`src/verilog/rssi_pwm_pkg.sv`:
```
/*
 * Constants shared by the signal strength / passed-value pulse output block:
 * timing counts, reset values, parameter select codes and duty arithmetic.
 * Assumes a single 100 MHz clock.
 */
`default_nettype none

package rssi_pwm_pkg;

    // Clock and timing
    localparam int CLK_FREQ_HZ = 100_000_000;
    localparam int PERIOD_NS = 64_000;
    localparam int STEP_NS = 144;
    localparam int PWM_STEPS = 445;
    localparam int PERIOD_CYCLES = (CLK_FREQ_HZ / 1_000_000) * PERIOD_NS / 1000;
    localparam int TICK_MS = 100;
    localparam int TICK_CYCLES = (CLK_FREQ_HZ / 1000) * TICK_MS;

    // Parameter select codes of the command port
    localparam logic [2:0] SEL_TIMEOUT = 3'h0;
    localparam logic [2:0] SEL_HOLD = 3'h1;
    localparam logic [2:0] SEL_FUNC0 = 3'h2;
    localparam logic [2:0] SEL_FUNC1 = 3'h3;
    localparam logic [2:0] SEL_STATUS = 3'h4;

    // Output function codes
    localparam logic [1:0] FUNC_DISABLED = 2'h0;
    localparam logic [1:0] FUNC_RSSI = 2'h1;
    localparam logic [1:0] FUNC_PASSED = 2'h2;

    // Reset values
    localparam logic [7:0] TIMEOUT_RST = 8'hFF;
    localparam logic [7:0] HOLD_RST = 8'h28;
    localparam logic [1:0] FUNC0_RST = 2'h1;
    localparam logic [1:0] FUNC1_RST = 2'h0;
    localparam logic [7:0] HOLD_FOREVER = 8'hFF;

    // Status bit positions
    localparam int ST_PASS_RUN = 0;
    localparam int ST_RSSI_LIVE = 1;
    localparam int ST_RSSI_SEEN = 2;

    // Duty arithmetic, in thousandths of a step
    localparam int MILLI = 1000;
    localparam int DUTY_OFFSET_MILLI = 106_800;
    localparam int DUTY_SLOPE_MILLI = 7_565;
    localparam int DUTY_ROUND_MILLI = 500;
    localparam logic [8:0] DUTY_MIN = 9'h005;
    localparam logic [8:0] DUTY_MAX = 9'h1BD;
    localparam int PASS_FULL = 1023;

    // 24 % at sensitivity, +1.7 % per dB, clamped to 1 % .. 100 %
    function automatic logic [8:0] rssi_to_duty(input logic signed [7:0] margin);
        int v;
        v = DUTY_OFFSET_MILLI + DUTY_SLOPE_MILLI * int'(margin) + DUTY_ROUND_MILLI;
        if (v < int'(DUTY_MIN) * MILLI) begin
            rssi_to_duty = DUTY_MIN;
        end else if (v / MILLI > int'(DUTY_MAX)) begin
            rssi_to_duty = DUTY_MAX;
        end else begin
            rssi_to_duty = 9'(v / MILLI);
        end
    endfunction : rssi_to_duty

    // Full-scale passed sample maps to 100 %, rounded to nearest step
    function automatic logic [8:0] scale_passed(input logic [9:0] val);
        scale_passed = 9'((int'(val) * PWM_STEPS + PASS_FULL / 2) / PASS_FULL);
    endfunction : scale_passed

endpackage : rssi_pwm_pkg

`default_nettype wire

```
`src/verilog/pwm_duty_if.sv`:
```
/*
 * Carrier between the duty control logic and the waveform generator.
 * Assumes both ends run on the same clock.
 */
`default_nettype none

interface pwm_duty_if;
    logic [8:0] duty0;
    logic [8:0] duty1;
    logic wave0;
    logic wave1;

    modport ctrl (output duty0, output duty1, input wave0, input wave1);
    modport gen (input duty0, input duty1, output wave0, output wave1);
endinterface : pwm_duty_if

`default_nettype wire

```
`src/verilog/rssi_pwm_output.sv`:
```
/*
 * Signal strength and passed-value pulse outputs with their hold and timeout
 * timers, plus the parameters written over the serial command path.
 * Assumes packet strobes, margin and passed samples come from logic on mclk.
 */
// Behaviour
// - One 8-bit passed-value timeout, 100 ms units, shared by both outputs.
// - Non-zero passed value starts the timer; expiry forces zero duty.
// - A valid I/O packet with a non-zero value restarts the passed-value timer; an all-zero one stops it.
// - Passed-value timeout resets to 0xFF.
// - Output period is fixed at 64 us.
// - Period split into 445 steps of 144 ns.
// - Above sensitivity, duty 24 to 100 percent rising with margin.
// - At or below sensitivity, duty 1 to 24 percent.
// - Zero duty only when the signal strength output is inactive.
// - 10, 20, 30 dB margin give 41, 58, 75 percent.
// - Hold 0x01 to 0xFE shows last strength that long, then zero duty.
// - Zero duty from power-up until the first packet arrives.
// - Hold value 0xFF never times out the strength output.
// - Strength hold setting resets to 0x28.
// - Per-pin function select: 0 off, 1 strength, 2 passed value.
`default_nettype none

module rssi_pwm_output #(
    parameter int TICK_CYCLES = rssi_pwm_pkg::TICK_CYCLES
) (
    // Clock and reset
    input wire logic mclk,
    input wire logic rst_n,
    // Parameter command path
    input wire logic cmd_wr,
    input wire logic [2:0] cmd_sel,
    input wire logic [7:0] cmd_wdata,
    input wire logic [2:0] cmd_rd_sel,
    output logic [7:0] cmd_rdata,
    // Received radio packet
    input wire logic rx_pkt_valid,
    input wire logic signed [7:0] rx_margin_db,
    // I/O line passing packet
    input wire logic io_pkt_valid,
    input wire logic [9:0] io_value0,
    input wire logic [9:0] io_value1,
    // Pulse outputs
    output logic pulse_output_zero,
    output logic pulse_output_one
);

    ////////////////////////////////////////////////////////////////////////////
    // Reset release
    logic rst_meta_q, rst_sync_q;
    always_ff @(posedge mclk or negedge rst_n) begin
        if (!rst_n) begin
            rst_meta_q <= 1'b0;
            rst_sync_q <= 1'b0;
        end else begin
            rst_meta_q <= 1'b1;
            rst_sync_q <= rst_meta_q;
        end
    end

    ////////////////////////////////////////////////////////////////////////////
    // State
    logic [23:0] tick_cnt_q, tick_cnt_d;
    logic tick_q, tick_d;
    logic [7:0] pwm_output_timeout_q, pwm_output_timeout_d;
    logic [7:0] signal_strength_hold_time_q, signal_strength_hold_time_d;
    logic [1:0] pulse_output_zero_function_q, pulse_output_zero_function_d;
    logic [1:0] pulse_output_one_function_q, pulse_output_one_function_d;
    logic rssi_seen_q, rssi_seen_d;
    logic rssi_live_q, rssi_live_d;
    logic [8:0] rssi_duty_q, rssi_duty_d;
    logic [7:0] hold_cnt_q, hold_cnt_d;
    logic [8:0] pass_duty0_q, pass_duty0_d, pass_duty1_q, pass_duty1_d;
    logic [7:0] pass_cnt_q, pass_cnt_d;
    logic [7:0] rdata_d;
    logic [8:0] in_duty0, in_duty1;

    pwm_duty_if pwm ();

    assign in_duty0 = rssi_pwm_pkg::scale_passed(io_value0);
    assign in_duty1 = rssi_pwm_pkg::scale_passed(io_value1);

    function automatic logic [8:0] select_duty(input logic [1:0] func,
                                               input logic [8:0] passed);
        unique case (func)
            rssi_pwm_pkg::FUNC_RSSI: select_duty = rssi_live_q ? rssi_duty_q : 9'h000;
            rssi_pwm_pkg::FUNC_PASSED: select_duty = passed;
            default: select_duty = 9'h000;
        endcase
    endfunction : select_duty

    always_comb begin
        // 100 ms time base
        tick_d = 1'b0;
        tick_cnt_d = tick_cnt_q + 24'h000001;
        if (tick_cnt_q == 24'(TICK_CYCLES - 1)) begin
            tick_cnt_d = 24'h000000;
            tick_d = 1'b1;
        end

        // Parameter writes; an out-of-range function code is ignored
        pwm_output_timeout_d = pwm_output_timeout_q;
        signal_strength_hold_time_d = signal_strength_hold_time_q;
        pulse_output_zero_function_d = pulse_output_zero_function_q;
        pulse_output_one_function_d = pulse_output_one_function_q;
        if (cmd_wr) begin
            unique case (cmd_sel)
                rssi_pwm_pkg::SEL_TIMEOUT: pwm_output_timeout_d = cmd_wdata;
                rssi_pwm_pkg::SEL_HOLD: signal_strength_hold_time_d = cmd_wdata;
                rssi_pwm_pkg::SEL_FUNC0: if (cmd_wdata <= 8'(rssi_pwm_pkg::FUNC_PASSED)) begin
                    pulse_output_zero_function_d = cmd_wdata[1:0];
                end
                rssi_pwm_pkg::SEL_FUNC1: if (cmd_wdata <= 8'(rssi_pwm_pkg::FUNC_PASSED)) begin
                    pulse_output_one_function_d = cmd_wdata[1:0];
                end
                default: ;
            endcase
        end

        // Signal strength hold; a new packet wins over expiry in the same cycle
        rssi_seen_d = rssi_seen_q;
        rssi_live_d = rssi_live_q;
        rssi_duty_d = rssi_duty_q;
        hold_cnt_d = hold_cnt_q;
        if (rx_pkt_valid) begin
            rssi_seen_d = 1'b1;
            rssi_duty_d = rssi_pwm_pkg::rssi_to_duty(rx_margin_db);
            hold_cnt_d = signal_strength_hold_time_q;
            rssi_live_d = signal_strength_hold_time_q != 8'h00;
        end else if (tick_q && rssi_live_q
                     && signal_strength_hold_time_q != rssi_pwm_pkg::HOLD_FOREVER) begin
            hold_cnt_d = hold_cnt_q - 8'h01;
            if (hold_cnt_q <= 8'h01) begin
                hold_cnt_d = 8'h00;
                rssi_live_d = 1'b0;
            end
        end

        // Passed values; a valid packet with a non-zero value restarts the shared timer, else stops it
        pass_duty0_d = pass_duty0_q;
        pass_duty1_d = pass_duty1_q;
        pass_cnt_d = pass_cnt_q;
        if (io_pkt_valid) begin
            pass_duty0_d = in_duty0;
            pass_duty1_d = in_duty1;
            if (in_duty0 != 9'h000 || in_duty1 != 9'h000) begin
                pass_cnt_d = pwm_output_timeout_q;
            end else begin
                pass_cnt_d = 8'h00;
            end
        end else if (tick_q && pass_cnt_q != 8'h00) begin
            pass_cnt_d = pass_cnt_q - 8'h01;
            if (pass_cnt_q == 8'h01) begin
                pass_duty0_d = 9'h000;
                pass_duty1_d = 9'h000;
            end
        end

        // Read-back
        unique case (cmd_rd_sel)
            rssi_pwm_pkg::SEL_TIMEOUT: rdata_d = pwm_output_timeout_q;
            rssi_pwm_pkg::SEL_HOLD: rdata_d = signal_strength_hold_time_q;
            rssi_pwm_pkg::SEL_FUNC0: rdata_d = {6'h00, pulse_output_zero_function_q};
            rssi_pwm_pkg::SEL_FUNC1: rdata_d = {6'h00, pulse_output_one_function_q};
            rssi_pwm_pkg::SEL_STATUS: begin
                rdata_d = 8'h00;
                rdata_d[rssi_pwm_pkg::ST_PASS_RUN] = pass_cnt_q != 8'h00;
                rdata_d[rssi_pwm_pkg::ST_RSSI_LIVE] = rssi_live_q;
                rdata_d[rssi_pwm_pkg::ST_RSSI_SEEN] = rssi_seen_q;
            end
            default: rdata_d = 8'h00;
        endcase

        pwm.duty0 = select_duty(pulse_output_zero_function_q, pass_duty0_q);
        pwm.duty1 = select_duty(pulse_output_one_function_q, pass_duty1_q);
    end

    always_ff @(posedge mclk or negedge rst_sync_q) begin
        if (!rst_sync_q) begin
            tick_cnt_q <= 24'h000000;
            tick_q <= 1'b0;
            pwm_output_timeout_q <= rssi_pwm_pkg::TIMEOUT_RST;
            signal_strength_hold_time_q <= rssi_pwm_pkg::HOLD_RST;
            pulse_output_zero_function_q <= rssi_pwm_pkg::FUNC0_RST;
            pulse_output_one_function_q <= rssi_pwm_pkg::FUNC1_RST;
            rssi_seen_q <= 1'b0;
            rssi_live_q <= 1'b0;
            rssi_duty_q <= 9'h000;
            hold_cnt_q <= 8'h00;
            pass_duty0_q <= 9'h000;
            pass_duty1_q <= 9'h000;
            pass_cnt_q <= 8'h00;
            cmd_rdata <= 8'h00;
        end else begin
            tick_cnt_q <= tick_cnt_d;
            tick_q <= tick_d;
            pwm_output_timeout_q <= pwm_output_timeout_d;
            signal_strength_hold_time_q <= signal_strength_hold_time_d;
            pulse_output_zero_function_q <= pulse_output_zero_function_d;
            pulse_output_one_function_q <= pulse_output_one_function_d;
            rssi_seen_q <= rssi_seen_d;
            rssi_live_q <= rssi_live_d;
            rssi_duty_q <= rssi_duty_d;
            hold_cnt_q <= hold_cnt_d;
            pass_duty0_q <= pass_duty0_d;
            pass_duty1_q <= pass_duty1_d;
            pass_cnt_q <= pass_cnt_d;
            cmd_rdata <= rdata_d;
        end
    end

    pwm_wave_gen wave_gen (
        .mclk(mclk),
        .rst_n(rst_sync_q),
        .pwm(pwm.gen)
    );

    assign pulse_output_zero = pwm.wave0;
    assign pulse_output_one = pwm.wave1;
endmodule : rssi_pwm_output

`default_nettype wire

```
`src/verilog/pwm_wave_gen.sv`:
```
/*
 * Two-channel waveform generator: 445 steps spread evenly over a 64 us period.
 * Assumes a synchronously released active-low reset from the parent.
 */
`default_nettype none

module pwm_wave_gen (
    // Clock and reset
    input wire logic mclk,
    input wire logic rst_n,
    // Duty in, waves out
    pwm_duty_if.gen pwm
);

    logic [12:0] acc_q, acc_d;
    logic [8:0] step_q, step_d;
    logic [8:0] lat0_q, lat0_d, lat1_q, lat1_d;
    logic wave0_d, wave1_d;

    ////////////////////////////////////////////////////////////////////////////
    // Fractional divider: exactly 445 step enables per 6400 cycles, so the
    // period is exact though a step is not a whole number of cycles
    always_comb begin
        logic [13:0] sum;
        logic step_en;
        sum = {1'b0, acc_q} + 14'(rssi_pwm_pkg::PWM_STEPS);
        step_en = sum >= 14'(rssi_pwm_pkg::PERIOD_CYCLES);
        acc_d = step_en ? 13'(sum - 14'(rssi_pwm_pkg::PERIOD_CYCLES)) : sum[12:0];
        step_d = step_q;
        lat0_d = lat0_q;
        lat1_d = lat1_q;
        if (step_en) begin
            if (step_q == 9'(rssi_pwm_pkg::PWM_STEPS - 1)) begin
                step_d = 9'h000;
                // Duty changes only at a period boundary, avoiding runt pulses
                lat0_d = pwm.duty0;
                lat1_d = pwm.duty1;
            end else begin
                step_d = step_q + 9'h001;
            end
        end
        wave0_d = step_q < lat0_q;
        wave1_d = step_q < lat1_q;
    end

    always_ff @(posedge mclk or negedge rst_n) begin
        if (!rst_n) begin
            acc_q <= 13'h0000;
            step_q <= 9'h000;
            lat0_q <= 9'h000;
            lat1_q <= 9'h000;
            pwm.wave0 <= 1'b0;
            pwm.wave1 <= 1'b0;
        end else begin
            acc_q <= acc_d;
            step_q <= step_d;
            lat0_q <= lat0_d;
            lat1_q <= lat1_d;
            pwm.wave0 <= wave0_d;
            pwm.wave1 <= wave1_d;
        end
    end

    logic [12:0] since_wrap_q;
    logic [8:0] prev_step_q;
    logic seen_wrap_q;
    logic wrap;
    // Previous step is kept in a flop; the wrap is the first cycle at step zero
    assign wrap = (step_q == 9'h000) && (prev_step_q != 9'h000);
    always_ff @(posedge mclk or negedge rst_n) begin
        if (!rst_n) begin
            since_wrap_q <= 13'h0000;
            prev_step_q <= 9'h000;
            seen_wrap_q <= 1'b0;
        end else begin
            since_wrap_q <= wrap ? 13'h0001 : since_wrap_q + 13'h0001;
            prev_step_q <= step_q;
            seen_wrap_q <= seen_wrap_q | wrap;
        end
    end
endmodule : pwm_wave_gen

`default_nettype wire

```
`config.mk`:
```
export PLATFORM = sky130hd
export DESIGN_NAME = rssi_pwm_output
export DESIGN_NICKNAME = d
export VERILOG_FILES = /design/src/verilog/rssi_pwm_pkg.sv /design/src/verilog/pwm_duty_if.sv /design/src/verilog/rssi_pwm_output.sv /design/src/verilog/pwm_wave_gen.sv
export SDC_FILE = /design/constraint.sdc
export NUM_CORES = 1
export LEC_CHECK = 0
export ABC_AREA = 0
export BUFFER_PORTS_ARGS = -buffer_cell sky130_fd_sc_hd__clkbuf_2
export CAP_MARGIN = 10
export CORE_AREA = 4 4 290 292
export CTS_BUF_LIST = sky130_fd_sc_hd__clkbuf_16
export DETAILED_ROUTE_END_ITERATION = 8
export DIE_AREA = 0 0 294 296
export PLACE_DENSITY = 0.5
export SLEW_MARGIN = 40
export SYNTH_ARGS = -nofsm -noshare
export SYNTH_HDL_FRONTEND = slang
export SYNTH_SLANG_ARGS = --single-unit
```
`constraint.sdc`:
```
create_clock -name mclk -period 4.5 [get_ports mclk]
set_input_delay 0.675 -clock mclk [delete_from_list [all_inputs] [get_ports mclk]]
set_output_delay 0.675 -clock mclk [all_outputs]
set_load 0.01 [all_outputs]
```
After elaboration in Yosys (flattened, before gate mapping)
Index checks and enable logic that the tools add are counted.

Memories: 0. Register bits: 142. Bits in writable memories: 0. Bits in latches: 0. Bits in read-only memories: 0.

Bitwise operators: 0. Equality and inequality tests: 15. Magnitude comparators: 7. $add $sub $neg: 10. Div/mod/pow operators: 3. Reduce and logical (&&, ||, !) cells: 21. Muxes and demuxes: 23. Shift operators: 0. Multipliers: 3.

Operator list (count): 32-bit by 11-bit divider with 32-bit output, second input constant (3); 9-bit two-way mux (8); 8-bit two-way mux (6); 19-bit by 9-bit adder with 20-bit output, second input constant (2); 8-bit case mux with 5 select lines (1); 10-bit by 9-bit multiplier with 19-bit output, second input constant (2); 9-bit case mux with 2 select lines (2); 32-bit by 10-bit greater-than comparator with 1-bit output, second input constant (1); 23-bit by 10-bit adder with 24-bit output, second input constant (1); 24-bit by 1-bit adder with 24-bit output, second input constant (1); 24-bit equality test, second input constant (1); 24-bit by 14-bit less-than comparator with 1-bit output, second input constant (1); 24-bit two-way mux (1); 18-bit by 22-bit adder with 23-bit output, first input constant (1); 14-bit by 8-bit multiplier with 22-bit output, first input constant (1); 9-bit less-than comparator (2); 9-bit nonzero test (2); 8-bit nonzero test (2); 8-bit by 1-bit subtractor with 8-bit output, second input constant (2); 13-bit by 9-bit adder with 14-bit output, second input constant (1); 14-bit by 13-bit greater-or-equal comparator with 1-bit output, second input constant (1); 13-bit two-way mux (1); 13-bit subtractor, second input constant (1); 3-bit by 2-bit equality test with 1-bit output, second input constant (4); 17 further kinds (34).

Depth between registers and ports, before layout
Word-level depth: 7. Depth in mapped cells: 66. Gate-level depth less buffers: 58.

By module
A second synthesis with hierarchy kept.

Cell total of the unflattened synthesis: 3220. Area, all modules: 25778.5 um2.

Modules (own cells, without submodules): rssi_pwm_output (area an instance 23271.1 um2, cells an instance 2982, instances 1); pwm_wave_gen (area an instance 2507.4 um2, cells an instance 238, instances 1).

Worst setup path before layout
No wires, ideal clock.

Path kind: input to register. From: input rx_margin_db[7]. To: register rssi_duty_q[4]. Setup slack: -10.584 ns. Buffers on the path: 4. Arrival time: 15.001 ns. Stages on the path: 58. Cells stage by stage: clkbuf_1 > inv_1 > ha_1 > fa_1 > inv_1 > fa_1 > inv_1 > fa_1 > inv_1 > ha_1 > buf_2 > a21oi_1 > o31ai_1 > a211oi_1 > o22ai_1 > or4_1 > or4_4 > o31a_1 > (+22 left out) > nor2b_1 > a211o_1 > o31ai_4 > mux2i_1 > o21ai_2 > o21bai_2 > inv_2 > o211ai_2 > xnor2_1 > o31a_1 > ha_1 > o41ai_1 > a32o_1 > nand3_1 > or3_1 > o311ai_2 > nor2_1 > o22ai_1.

Word-level cells in the longest chain between the ends: 7. Elaborated cells on any way between the ends: 8.

Ends and longest elaborated chain: start: declaration (RTL line rssi_pwm_output.sv:38) `input wire logic signed [7:0] rx_margin_db,`; 14-bit by 8-bit multiplier with 22-bit output * (RTL line rssi_pwm_pkg.sv:55) `v = DUTY_OFFSET_MILLI + DUTY_SLOPE_MILLI * int'(margin) + DUTY_ROUND_MILLI;`; 18-bit by 22-bit adder with 23-bit output * (RTL line rssi_pwm_pkg.sv:55); 23-bit by 10-bit adder with 24-bit output * (RTL line rssi_pwm_pkg.sv:55); 32-bit by 11-bit divider with 32-bit output (RTL line rssi_pwm_pkg.sv:58, rssi_pwm_pkg.sv:61); 32-bit by 10-bit greater-than comparator with 1-bit output (RTL line rssi_pwm_pkg.sv:58) `end else if (v / MILLI > int'(DUTY_MAX)) begin`; 9-bit two-way mux (RTL line rssi_pwm_pkg.sv:58); 9-bit two-way mux * (RTL line rssi_pwm_pkg.sv:56) `if (v < int'(DUTY_MIN) * MILLI) begin`; end signal: assignment (RTL line rssi_pwm_output.sv:203) `rssi_duty_q <= rssi_duty_d;`; end: declaration (RTL line rssi_pwm_output.sv:71) `logic [8:0] rssi_duty_q, rssi_duty_d;`.

Every way passes the cells marked *; elsewhere a longest branch is shown, timed or not. A chain may end at the register's enable or synchronous reset.

Worst setup path in the final report
From: input rx_margin_db[6]. To: register rssi_duty_q[4].

Same word-level chain as after synthesis.

==> impl_results.md <==
- Syn nets: ~3400
- DRT Wirelength: 81810 um
- Final Slew Violations: 0
- HPWL Detailed: 66340 um
- Final setup violation count: 35
- Synth-to-Final Area Change: 64.24%
- Die height: between 200 and 300 um
- Syn avg cell area: 7.900 um^2
- Latest clock arrival within the worst-skew pair: approximately 0.42 ns
- Final Skew: approximately 0.0099 ns
- Bufs on Longest Clock Path: 2
- Post-synthesis instance total: slightly above 3000
- Worst-Margin Slew: between 0.6 and 0.7 ns
- Layout cells sized above 1: roughly 46%
- Top cell by count, worst path: buf_4
- Main flop type after synthesis: dfrtp_1
- Pin count of the biggest net entering global routing: 61
- Nets@finish: between 4000 and 5000
- Post-synth EDFFs: 0
- Status: complete, but fails checks
- RSZ-0062 raised after global routing: true
- Via-per-instance ratio: 5.038
- Failing checks: negative setup slack
- Antenna Nets Post-Route: 0
- Inserted Diodes: 0
- WP buf/inv: 12
- Setup crit start kind: input port
- Synth Register Bits: 142
- Gr ovfl total: 0
- Depth of the CTS H-tree: 4
- CP top delay family: compound AO/OA/AOI/OAI gates
- Top post-synthesis cells by area: dfrtp_1, ha_1, fa_1, xnor2_1, inv_1
- Clock Sinks: around 140
- Post-synthesis cell area: 24330 um^2
- Crit-path slowest cell: or4_4
- Setup WS post-layout: -9.497 ns
- Fin area: about 40000 um^2
- First-pass iteration count of the detailed router: 5
- Most common cell in the netlist: inv_1
- Vias in the first global route: around 28000
- Synth Warn #: 0
- Root Buffer: clkbuf_16
- IO Count: 57
- Distinct cells, synth: 128
- Rows: 105
- Fmax: 0.07144 GHz
- Gr usage total: a little under a fifth
- Initial DRC Count: 1400
- Worst r2r dst: wave_gen.step_q[5]
- Chip Width: 294 um
- Fill count: 7748
- Initial core utilization: 29.82%
- PortBufs: 56
- Hold Crit Class: input port to asynchronous set/reset pin
- Crit-path max FO: 6
- Final critical-path required period: 14.00 ns
- Drt drc: 0
- CP endpoint kind: flip-flop
- Ys async rst share: 100.0%
- Type of the worst setup path: input port to flip-flop
- CTS Buf Count: 17
- Max Cap Viol: 0
- Per-cell routed wire length: 15.02 um
- Core footprint: 81580 um^2
- Largest stage delay, worst path: 0.55 ns
- Antenna violations before repair: 0
- DP Worst Slack: -10.43 ns
- Area occupied by registers: between 3000 and 4000 um^2
- Most common library cells after synthesis: inv_1, nand2_1, nor2_1
- Crit path DAT: around 14 ns
- Hold WS: around 0.035 ns
- Post-synth top area share: between 10 and 15%
- Die outline area: 87020 um^2
- Sequential fraction of the synthesis area: 14.66%
- Area leader, netlist: dfrtp_1
- Multi-input logic area: 23000 um^2
- CTS Hold Buffers Added: 0
- Via count: ~27000
- Relative slew slack: 54.25%
- CP required: just under 5 ns
- R2r setup slk: 0.54 ns
- Final Wtd Congestion: 0.8775
- Global-route wire length before repair: roughly 140000 um
- Reg2Reg Depth: 17
- Post-DP Area: 35420 um^2
- Clock Pin Slew Worst Setup and Hold Paths: 0.06 ns
- Worst R2R Start: wave_gen.acc_q[0]
- Endpoints failing hold: 0
- CTS tree: done
- Final period utilization: 311.0%
==> cells in the final DEF (no fill, tap or decap), types with 36 or more instances in the layout <==
master | Yosys | layout
o211ai_1 | 44 | 44
clkbuf_2 | 0 | 45
a21o_1 | 37 | 36
nand4_1 | 56 | 56
o21ai_0 | 170 | 115
inv_1 | 283 | 269
buf_4 | 1 | 1214
nor3_1 | 88 | 67
a21oi_1 | 153 | 114
o21ai_2 | 2 | 36
nand3_1 | 99 | 81
nand2_1 | 250 | 226
buf_6 | 0 | 70
xor2_1 | 53 | 47
fa_1 | 108 | 107
nor2_1 | 246 | 213
and2_1 | 42 | 37
dfrtp_1 | 131 | 130
ha_1 | 213 | 176
xnor2_1 | 143 | 117
==> logic make-up after synthesis <==
kind of cell	count (synthesis)	share of synthesized area [%]
fa+ha+maj	324	19.96
simple gates	1071	22.35
buf+inv	365	5.718
mux	72	3.281
compound gates	904	26.57
other cells	1	0.01541
flops	142	14.66
xor+xnor	201	7.441
==> registers in the layout, summed over array words and instances, names as in the netlist, 2 cells and up <==
name / count
rssi_duty_q: 9
pass_duty0_q: 9
pulse_output_one_function_q: 2
cmd_rdata: 8
wave_gen.lat1_q: 9
wave_gen.lat0_q: 9
pulse_output_zero_function_q: 2
tick_cnt_q: 24
pwm_output_timeout_q: 8
pass_cnt_q: 8
wave_gen.acc_q: 13
signal_strength_hold_time_q: 8
pass_duty1_q: 9
hold_cnt_q: 8
wave_gen.step_q: 9
==> per-stage QoR <==
step | setup TNS [ns] | util [%] | cells
4_1_cts | -230.73 | 47.35 | 5395
5_1_grt | -247.92 | 48.98 | 5445
3_5_place_dp | -260.51 | 43.41 | 5243
3_3_place_gp | -257.98 | 43.40 | 5243
2_1_floorplan | -233.38 | - | 3080
6_report | -230.72 | 48.98 | 5445
==> routing by layer <==
layer / vias to the layer above / track usage [%] / part of all wire (%)
met1: 13070 / 25.01 / 48
li1: 13970 / - / -
met5: - / 0 / 0
met4: 0 / 2.649 / 1.1
met3: 68 / 0.9736 / 1.8
met2: 334 / 33.24 / 49
==> repair_timing <==
item,CTS,global route
cloned,1,0
buffers inserted,125,54
endpoints found under the setup margin,35,35
pin swaps,248,147
gates resized for setup,333,206
==> worst max path at each step <==
stage               startpoint        endpoint  cells past startpoint
2_1_floorplan  rx_margin_db[7]  rssi_duty_q[4]                     59
3_3_place_gp   rx_margin_db[1]  rssi_duty_q[4]                     60
3_5_place_dp   rx_margin_db[1]  rssi_duty_q[4]                     62
4_1_cts        rx_margin_db[6]  rssi_duty_q[4]                     65
5_1_grt        rx_margin_db[4]  rssi_duty_q[4]                     67
6_report       rx_margin_db[6]  rssi_duty_q[4]                     64
==> cell type report <==
| cell class | instances | share of cell area [%] |
|---|---|---|
| Inverter | 284 | 2.702 |
| Multi-Input combinational cell | 2573 | 57.56 |
| Clock buffer | 17 | 1.064 |
| Sequential cell | 142 | 8.935 |
| Timing Repair Buffer | 1344 | 25.95 |
| Clock inverter | 15 | 0.4321 |
| Tap cell | 1070 | 3.350 |
Power is left out: the tool's default activity adds up to more than one toggle a clock period on the data nets, which glitch-free logic cannot reach.
